## src/logic/sysctl_pkg.sv

```systemverilog
// constants, field layout and carrier types for the system control block
package sysctl_pkg;
  localparam int ADDR_W = 8;
  localparam logic [7:0] OFS_APP_CTRL = 8'h0C;
  localparam logic [7:0] OFS_LOWPOWER = 8'h10;
  localparam logic [7:0] OFS_CORE_CFG = 8'h14;
  localparam logic [7:0] OFS_FAULT_PRI = 8'h18;
  localparam logic [7:0] OFS_SVC_PRI = 8'h1C;
  localparam logic [31:0] LOWPOWER_RESET = 32'h00000000;
  localparam logic [31:0] CORE_CFG_RESET = 32'h00000200;
  localparam logic [31:0] PRI_RESET = 32'h00000000;
  localparam logic [31:0] LOWPOWER_WR_MASK = 32'h00000016;
  localparam logic [31:0] CORE_CFG_WR_MASK = 32'h0000031B;
  localparam logic [31:0] FAULT_PRI_WR_MASK = 32'h00F0F0F0;
  localparam logic [31:0] SVC_PRI_WR_MASK = 32'hF0000000;
  localparam logic [15:0] UNLOCK_KEY = 16'h05FA;
  localparam logic [15:0] UNLOCK_KEY_STAT = 16'hFA05;
  localparam logic [2:0] SPLIT_RESET = 3'h0;
  localparam int SPLIT_LSB = 8;
  localparam int KEY_LSB = 16;
  localparam int BIT_WAKE_ANY = 4;
  localparam int BIT_DEEP = 2;
  localparam int BIT_ON_RETURN = 1;
  localparam int BIT_ALIGN8 = 9;
  localparam int BIT_BF_IGNORE = 8;
  localparam int BIT_DIV_TRAP = 4;
  localparam int BIT_UNAL_TRAP = 3;
  localparam int BIT_UNPRIV_SWT = 1;
  localparam int BIT_THREAD_ANY = 0;
  localparam logic [31:0] ALIGN_STEP = 32'h00000004;

  typedef struct packed {
    logic [7:0] pend_prio;
    logic [7:0] act_prio;
    logic act_valid;
    logic wfe_exec;
    logic sev_exec;
    logic ext_event;
    logic irq_new_pend;
    logic irq_new_enabled;
    logic sleep_req;
    logic return_to_thread;
    logic other_active;
    logic exc_entry;
    logic exception_return_code;
    logic [31:0] sp;
    logic stacked_adj;
    logic top_handler;
    logic data_bus_fault;
    logic div_zero_exec;
    logic unal_hw_word;
    logic unal_multi;
    logic unpriv_swt_wr;
  } core_evt_s;

  typedef struct packed {
    logic preempt;
    logic wfe_waiting;
    logic wake;
    logic lowpower;
    logic deep;
    logic [31:0] sp_out;
    logic stack_adj;
    logic lockup;
    logic bus_fault_ignored;
    logic div_fault;
    logic div_quotient_zero;
    logic usage_fault;
    logic swt_accept;
    logic swt_refuse;
    logic thread_ok;
    logic thread_fault;
  } core_resp_s;

  // group mask over priority bits [7:4]
  function automatic logic [3:0] group_mask(input logic [2:0] split);
    logic [3:0] m;
    m = 4'hF;
    if (split[2]) begin
      m = 4'hF << ({1'b0, split[1:0]} + 3'h1);
    end
    return m;
  endfunction

  function automatic logic [31:0] wr_merge(input logic [31:0] old, input logic [31:0] dat,
                                           input logic [31:0] be, input logic [31:0] mask);
    return (old & ~(be & mask)) | (dat & be & mask);
  endfunction
endpackage

```

## src/logic/core_system_control.sv

```systemverilog
// system control registers, priority grouping, low-power, wake and trap decisions
//
// Behaviour
// - split grouping field selects group and sub bits of each priority nibble
// - preemption compares group priority only, never subpriority
// - wake-on-any-pending lets disabled interrupts going pending wake the core
// - event while not waiting is latched; next wait completes at once
// - send-event instruction or external event input also wakes the core
// - deep select picks sleep or deep sleep, signalled outward on entry
// - lowpower-on-return enters low power on handler to thread return
// - entry aligns stack to 8 or 4 bytes, flags adjust, undone on return
// - top-level handler data bus fault locks up unless ignore bit set
// - zero divisor faults when trap set, else quotient is zero
// - misaligned halfword or word access faults only when trap set
// - misaligned multiple or doubleword access always faults
// - unprivileged software trigger writes only allowed when enable bit set
// - thread return needs no other active exception unless any-level bit set
// - priority fields store upper nibble; low nibble reads zero
// - fault priority register: usage 23:16, bus 15:8, memory 7:0
// - supervisor call priority at 31:24, lower bits reserved
// - priority registers accept byte writes, one byte per field
// - priority fields encode levels 0 to 255 before truncation
// - grouping field at 10:8 written only with key 0x5FA in upper half
//
// Implementation choice: the Wishbone register port.
`timescale 1ns/1ps
module core_system_control
  import sysctl_pkg::*;
(
  // clock and reset
  input wire logic clock,
  input wire logic reset,
  // wishbone slave
  input wire logic wb_cyc_i,
  input wire logic wb_stb_i,
  input wire logic wb_we_i,
  input wire logic [ADDR_W-1:0] wb_adr_i,
  input wire logic [3:0] wb_sel_i,
  input wire logic [31:0] wb_dat_i,
  input wire logic wb_priv_i,
  output logic [31:0] wb_dat_o,
  output logic wb_ack_o,
  output logic wb_err_o,
  // core side
  input wire core_evt_s evt,
  output core_resp_s resp
);

  typedef struct packed {
    logic ack;
    logic err;
    logic [31:0] rdata;
    logic [2:0] split;
    logic [31:0] lowpower_control;
    logic [31:0] core_config_control;
    logic [31:0] fault_handler_priority;
    logic [31:0] supervisor_call_handler_handler_priority;
    logic ev_latch;
    core_resp_s resp;
  } state_s;

  state_s st_reg;
  state_s st_next;
  logic [31:0] be;
  logic [3:0] gmask;
  logic wake_src;
  logic req;

  assign wb_ack_o = st_reg.ack;
  assign wb_err_o = st_reg.err;
  assign wb_dat_o = st_reg.rdata;
  assign resp = st_reg.resp;

  always_comb begin
    st_next = st_reg;
    be = {{8{wb_sel_i[3]}}, {8{wb_sel_i[2]}}, {8{wb_sel_i[1]}}, {8{wb_sel_i[0]}}};
    gmask = group_mask(st_reg.split);
    req = wb_cyc_i && wb_stb_i && !st_reg.ack && !st_reg.err;
    st_next.ack = 1'b0;
    st_next.err = 1'b0;
    // register bus
    if (req) begin
      if (!wb_priv_i) begin
        st_next.err = 1'b1;
        st_next.rdata = 32'h00000000;
      end else begin
        st_next.ack = 1'b1;
        if (wb_we_i) begin
          unique case (wb_adr_i)
            OFS_APP_CTRL: begin
              if (wb_sel_i[3] && wb_sel_i[2] && wb_sel_i[1] && wb_dat_i[31:KEY_LSB] == UNLOCK_KEY) begin
                st_next.split = wb_dat_i[SPLIT_LSB+:3];
              end
            end
            OFS_LOWPOWER: begin
              st_next.lowpower_control = wr_merge(st_reg.lowpower_control, wb_dat_i, be, LOWPOWER_WR_MASK);
            end
            OFS_CORE_CFG: begin
              st_next.core_config_control = wr_merge(st_reg.core_config_control, wb_dat_i, be, CORE_CFG_WR_MASK);
            end
            OFS_FAULT_PRI: begin
              st_next.fault_handler_priority = wr_merge(st_reg.fault_handler_priority, wb_dat_i, be,
                                                        FAULT_PRI_WR_MASK);
            end
            OFS_SVC_PRI: begin
              st_next.supervisor_call_handler_handler_priority = wr_merge(st_reg.supervisor_call_handler_handler_priority, wb_dat_i, be,
                                                         SVC_PRI_WR_MASK);
            end
            default: begin
            end
          endcase
          st_next.rdata = 32'h00000000;
        end else begin
          unique case (wb_adr_i)
            OFS_APP_CTRL: st_next.rdata = {UNLOCK_KEY_STAT, 5'h00, st_reg.split, 8'h00};
            OFS_LOWPOWER: st_next.rdata = st_reg.lowpower_control;
            OFS_CORE_CFG: st_next.rdata = st_reg.core_config_control;
            OFS_FAULT_PRI: st_next.rdata = st_reg.fault_handler_priority;
            OFS_SVC_PRI: st_next.rdata = st_reg.supervisor_call_handler_handler_priority;
            default: st_next.rdata = 32'h00000000;
          endcase
        end
      end
    end
    // one-cycle answers
    st_next.resp.wake = 1'b0;
    st_next.resp.bus_fault_ignored = 1'b0;
    st_next.resp.div_fault = 1'b0;
    st_next.resp.div_quotient_zero = 1'b0;
    st_next.resp.usage_fault = 1'b0;
    st_next.resp.swt_accept = 1'b0;
    st_next.resp.swt_refuse = 1'b0;
    st_next.resp.thread_ok = 1'b0;
    st_next.resp.thread_fault = 1'b0;
    st_next.resp.stack_adj = 1'b0;
    // preemption on group bits only
    st_next.resp.preempt = !evt.act_valid ||
                           ((evt.pend_prio[7:4] & gmask) < (evt.act_prio[7:4] & gmask));
    // wait-for-event
    wake_src = evt.sev_exec || evt.ext_event ||
               (evt.irq_new_pend && (evt.irq_new_enabled || st_reg.lowpower_control[BIT_WAKE_ANY]));
    if (st_reg.resp.wfe_waiting) begin
      if (wake_src) begin
        st_next.resp.wfe_waiting = 1'b0;
        st_next.resp.wake = 1'b1;
      end
    end else if (evt.wfe_exec) begin
      if (st_reg.ev_latch || wake_src) begin
        st_next.resp.wake = 1'b1;
        st_next.ev_latch = 1'b0;
      end else begin
        st_next.resp.wfe_waiting = 1'b1;
      end
    end else if (wake_src) begin
      st_next.ev_latch = 1'b1;
    end
    // low-power entry and exit
    if (evt.sleep_req || (evt.return_to_thread && st_reg.lowpower_control[BIT_ON_RETURN])) begin
      st_next.resp.lowpower = 1'b1;
      st_next.resp.deep = st_reg.lowpower_control[BIT_DEEP];
    end else if (wake_src) begin
      st_next.resp.lowpower = 1'b0;
      st_next.resp.deep = 1'b0;
    end
    // stack alignment
    if (evt.exc_entry) begin
      if (st_reg.core_config_control[BIT_ALIGN8]) begin
        st_next.resp.sp_out = {evt.sp[31:3], 3'h0};
        st_next.resp.stack_adj = evt.sp[2];
      end else begin
        st_next.resp.sp_out = {evt.sp[31:2], 2'h0};
      end
    end else if (evt.exception_return_code) begin
      st_next.resp.sp_out = evt.stacked_adj ? (evt.sp | ALIGN_STEP) : evt.sp;
    end
    // bus fault in top handlers
    if (evt.data_bus_fault && evt.top_handler) begin
      if (st_reg.core_config_control[BIT_BF_IGNORE]) begin
        st_next.resp.bus_fault_ignored = 1'b1;
      end else begin
        st_next.resp.lockup = 1'b1;
      end
    end
    // divide by zero
    if (evt.div_zero_exec) begin
      st_next.resp.div_fault = st_reg.core_config_control[BIT_DIV_TRAP];
      st_next.resp.div_quotient_zero = !st_reg.core_config_control[BIT_DIV_TRAP];
    end
    // misaligned access
    st_next.resp.usage_fault = evt.unal_multi ||
                               (evt.unal_hw_word && st_reg.core_config_control[BIT_UNAL_TRAP]);
    // unprivileged software trigger
    if (evt.unpriv_swt_wr) begin
      st_next.resp.swt_accept = st_reg.core_config_control[BIT_UNPRIV_SWT];
      st_next.resp.swt_refuse = !st_reg.core_config_control[BIT_UNPRIV_SWT];
    end
    // thread re-entry
    if (evt.return_to_thread) begin
      if (st_reg.core_config_control[BIT_THREAD_ANY] || !evt.other_active) begin
        st_next.resp.thread_ok = 1'b1;
      end else begin
        st_next.resp.thread_fault = 1'b1;
      end
    end
  end

  always_ff @(posedge clock) begin
    if (reset) begin
      st_reg <= '0;
      st_reg.split <= SPLIT_RESET;
      st_reg.lowpower_control <= LOWPOWER_RESET;
      st_reg.core_config_control <= CORE_CFG_RESET;
      st_reg.fault_handler_priority <= PRI_RESET;
      st_reg.supervisor_call_handler_handler_priority <= PRI_RESET;
    end else begin
      st_reg <= st_next;
    end
  end
endmodule

```

## config.mk

```make
export PLATFORM = sky130hd
export DESIGN_NAME = core_system_control
export DESIGN_NICKNAME = d
export VERILOG_FILES = /design/src/logic/sysctl_pkg.sv /design/src/logic/core_system_control.sv
export SDC_FILE = /design/constraint.sdc
export NUM_CORES = 1
export LEC_CHECK = 0
export BUFFER_PORTS_ARGS = -buffer_cell sky130_fd_sc_hd__buf_4
export CAP_MARGIN = 10
export CORE_UTILIZATION = 50
export DETAILED_ROUTE_END_ITERATION = 6
export HOLD_SLACK_MARGIN = 0.05
export PLACE_DENSITY = 0.83
export SYNTH_ARGS = -nofsm -noshare
export SYNTH_HDL_FRONTEND = slang
export SYNTH_SLANG_ARGS = --single-unit
```

## constraint.sdc

```tcl
create_clock -name clock -period 3.15 [get_ports clock]
set_input_delay 0.63 -clock clock [delete_from_list [all_inputs] [get_ports clock]]
set_output_delay 0.63 -clock clock [all_outputs]
set_load 0.02 [all_outputs]
```

==> summary.txt <==
Outcome
  – Status: finished clean

Clock network
  – Clock input transition at the sequential cells of the worst setup and hold paths: 0.09 ns
  – H-tree level count: 3
  – CTS Buf Count: 9
  – Clk Latency, worst-skew pair: 0.35 ns
  – Number of sinks driven by the clock tree: 102
  – Cells resized by post-CTS repair: 0
  – Post-CTS Setup Bufs: 0
  – Maximum clock insertion buffer count: 2
  – CTS tree: yes
  – Hold-fix buffer count after cts: 0
  – Root buffer cell: sky130_fd_sc_hd__clkbuf_8

Final layout
  – Total area of multi-input combinational cells: 1910 µm²
  – Most common library cell in the layout ignoring fill and taps: sky130_fd_sc_hd__buf_4
  – Antenna Diode Count: 0
  – Layout cell share with drive strength beyond 1: 0.364
  – Synthesis-to-layout area growth: 22.5%
  – Reg area: 2040 µm²
  – Net count reported at finish: 749
  – Layout fillers: 738
  – Commonest non-fill, non-tap cells in the layout: 188 x sky130_fd_sc_hd__buf_4, 102 x sky130_fd_sc_hd__dfxtp_1, 101 x sky130_fd_sc_hd__nand2_1

Synth
  – Post-synthesis cell type count: 49
  – Number of warning messages in the yosys log: 0
  – Number of synthesized flops with an enable pin: 0
  – Avg Synthesized Cell Area: 8.77 µm²
  – Register bit count reported by yosys: 102
  – Post-Synthesis Cells: 533
  – Fraction of registers with async set/reset: 0
  – Proportion of synthesized chip area in sequential cells: 0.437
  – Cell area after synthesis: 4670 µm²
  – Prevailing post-synth register cell: sky130_fd_sc_hd__dfxtp_1

Setup path
  – Top cell family by delay on the critical path: simple AND/OR/NAND/NOR gates
  – Critical Path Max Stage Delay: 0.59 ns
  – Crit start category: primary input
  – Highest fanout seen on the critical path: 9
  – Critical Setup Path Class: in -> reg
  – Highest-delay cell along the critical path: sky130_fd_sc_hd__nor4_4
  – Required @ worst endpoint: 3.43 ns
  – Crit path DAT: 2.39 ns
  – Category of the worst setup path capture point: flop
  – Buffering stage count on the worst path with inverters included: 1
  – Ordered cell list for the critical path: buf_4 > nor4_4 > and4_1 > and3_2 > mux2i_1

Pwr
  – Total power of the final layout: 2.54 mW
  – Leakage component of the power: 2.53 nW
  – Maximum vdd drop: 0.240 mV
  – Power per cell area: 443 nW/µm²

Detailed routing
  – Final antenna-violating net count: 0
  – Via count of the routed design: 3977
  – Remaining routing DRC violations: 0
  – Starting DRC count in detailed routing: 161
  – Via density per instance: 5.36
  – TritonRoute pass-1 iters: 4
  – Detailed-route wire length: 11200 µm
  – Wire per inst: 15.1 µm

Global route
  – Global-route wire length before repair: 17900 µm
  – Global-route usage over all layers: 0.229
  – Aggregate global routing overflow: 0
  – Number of global-route vias before repair: 3820
  – Number of antenna violations at the first check in global routing: 0
  – Pin count of the biggest net entering global routing: 40

Job
  – Max cap viols: 0

Placed design
  – Number of buffers added on ports: 182
  – Post-place setup slack: 0.700 ns
  – Sum of net half-perimeters after detailed placement: 8600 µm
  – Final weighted congestion in routability-driven placement: 0.850

STA
  – Final Worst Setup Slack: 1.04 ns
  – Slew at the pin closest to its max-slew limit: 0.618 ns
  – Clock skew after layout: 0.0121 ns
  – Setup TNS Final: 0 ns
  – Maximum frequency from static timing analysis: 475 MHz
  – Final setup viols: 0
  – Number of slew-limit violations in the final report: 0
  – Final-report hold violation count: 0
  – Relative slew slack: 0.585
  – Shortest period the worst path allows: 2.11 ns
  – Setup repair after global routing missed its margin: false
  – Final Cycle Share: 0.669

Floorplanning
  – IO Pins: 197
  – Floorplan die width: 98.7 µm
  – Die ar.: 9740 µm²
  – Core Box Area: 8890 µm²
  – Vert. Die Dim: 98.7 µm
  – Row count: 34
  – Initial Utilization: 0.526

Worst hold path
  – Min-delay worst type: reg -> reg
==> cell type report <==
type,instances,share of cell area
clock inverter,3,0.00743
clock buffer,12,0.0288
sequential,102,0.357
inverter,5,0.00328
timing repair buffer,188,0.246
tap,108,0.0236
multi-input combinational,324,0.334
==> final timing paths <==
| check | slack, ns | start | cells after the start | to |
|---|---|---|---|---|
| worst max register to register | 1.27 | wb_ack_o$_SDFF_PP0_ | 5 | flop |
| worst min-delay path | 0.45 | resp[32]$_SDFFE_PP0P_ | 2 | resp[32]$_SDFFE_PP0P_ |
| worst max-delay path | 1.04 | wb_adr_i[6] | 5 | flop |
| worst min register to register | 0.45 | resp[32]$_SDFFE_PP0P_ | 2 | resp[32]$_SDFFE_PP0P_ |
==> power by group <==
| group | internal [mW] | total [mW] | switching (mW) |
|---|---|---|---|
| clock | 0.427 | 0.846 | 0.419 |
| combinational | 0.169 | 0.351 | 0.182 |
| sequential | 1.32 | 1.34 | 0.0165 |
| total | 1.92 | 2.54 | 0.617 |
==> cells by family (layout without fill, tap and decap cells) <==
logic type,after synthesis,in the layout,synth area share
AND/OR/NAND/NOR,200,200,0.228
flip-flops,102,102,0.437
buffers and inverters,111,208,0.159
multiplexers,15,15,0.0321
AO/OA/AOI/OAI,101,101,0.135
adder cells (fa/ha/maj),3,3,0.00803
other,1,5,0.000802
==> metrics by stage <==
stage,cells,hold WS (ns),util,cell area (µm²)
after global placement,727,0.439,0.621,5520
after global routing,742,0.439,0.644,5730
final,742,0.454,0.644,5730
after CTS,742,0.438,0.644,5730
after detailed placement,727,0.444,0.621,5520
after floorplan,537,0.426,-,4690
==> cells in the mapped netlist, types with 2 or more instances <==
master	count	area, µm²
sky130_fd_sc_hd__a31o_1	4	35.0
sky130_fd_sc_hd__nor2b_1	9	56.3
sky130_fd_sc_hd__a22o_2	10	100
sky130_fd_sc_hd__nor2_1	18	67.6
sky130_fd_sc_hd__nor4bb_1	4	40.0
sky130_fd_sc_hd__inv_1	4	15.0
sky130_fd_sc_hd__or2_2	2	12.5
sky130_fd_sc_hd__mux2i_1	15	150
sky130_fd_sc_hd__or3b_2	2	17.5
sky130_fd_sc_hd__and4_2	2	20.0
sky130_fd_sc_hd__a22o_1	3	26.3
sky130_fd_sc_hd__nor3b_1	5	37.5
sky130_fd_sc_hd__buf_4	80	601
sky130_fd_sc_hd__o21a_1	2	15.0
sky130_fd_sc_hd__and2_1	5	31.3
sky130_fd_sc_hd__nand3_1	7	35.0
sky130_fd_sc_hd__clkbuf_1	17	63.8
sky130_fd_sc_hd__a21oi_1	50	250
sky130_fd_sc_hd__buf_2	3	15.0
sky130_fd_sc_hd__nor4_4	3	63.8
sky130_fd_sc_hd__ha_1	3	37.5
sky130_fd_sc_hd__nand4_1	15	93.8
sky130_fd_sc_hd__dfxtp_1	102	2040
sky130_fd_sc_hd__nand2b_1	3	18.8
sky130_fd_sc_hd__and4_1	2	17.5
sky130_fd_sc_hd__nor3_1	5	25.0
sky130_fd_sc_hd__and3_1	5	31.3
sky130_fd_sc_hd__o21ai_0	17	85.1
sky130_fd_sc_hd__o31ai_1	6	45.0
sky130_fd_sc_hd__a22oi_1	4	30.0
sky130_fd_sc_hd__and3_2	2	15.0
sky130_fd_sc_hd__buf_1	2	7.51
sky130_fd_sc_hd__nor4_1	4	25.0
sky130_fd_sc_hd__buf_6	3	33.8
sky130_fd_sc_hd__nand2_1	101	379
==> tightest hold or removal path: stages, from the launching register on <==
cell	delay [ns]
sky130_fd_sc_hd__dfxtp_1	0.32
sky130_fd_sc_hd__nand2_1	0.05
sky130_fd_sc_hd__a21oi_1	0.05
==> metal layers <==
layer  wire (µm)  global-route usage  vias to the layer above
met4         191              0.0827                        0
li1            -                   -                     1938
met1        4820               0.279                     1854
met3         746              0.0504                       15
met2        5440               0.400                      170
met5           0                   0                        -
Power figures use the tool's default switching activity.
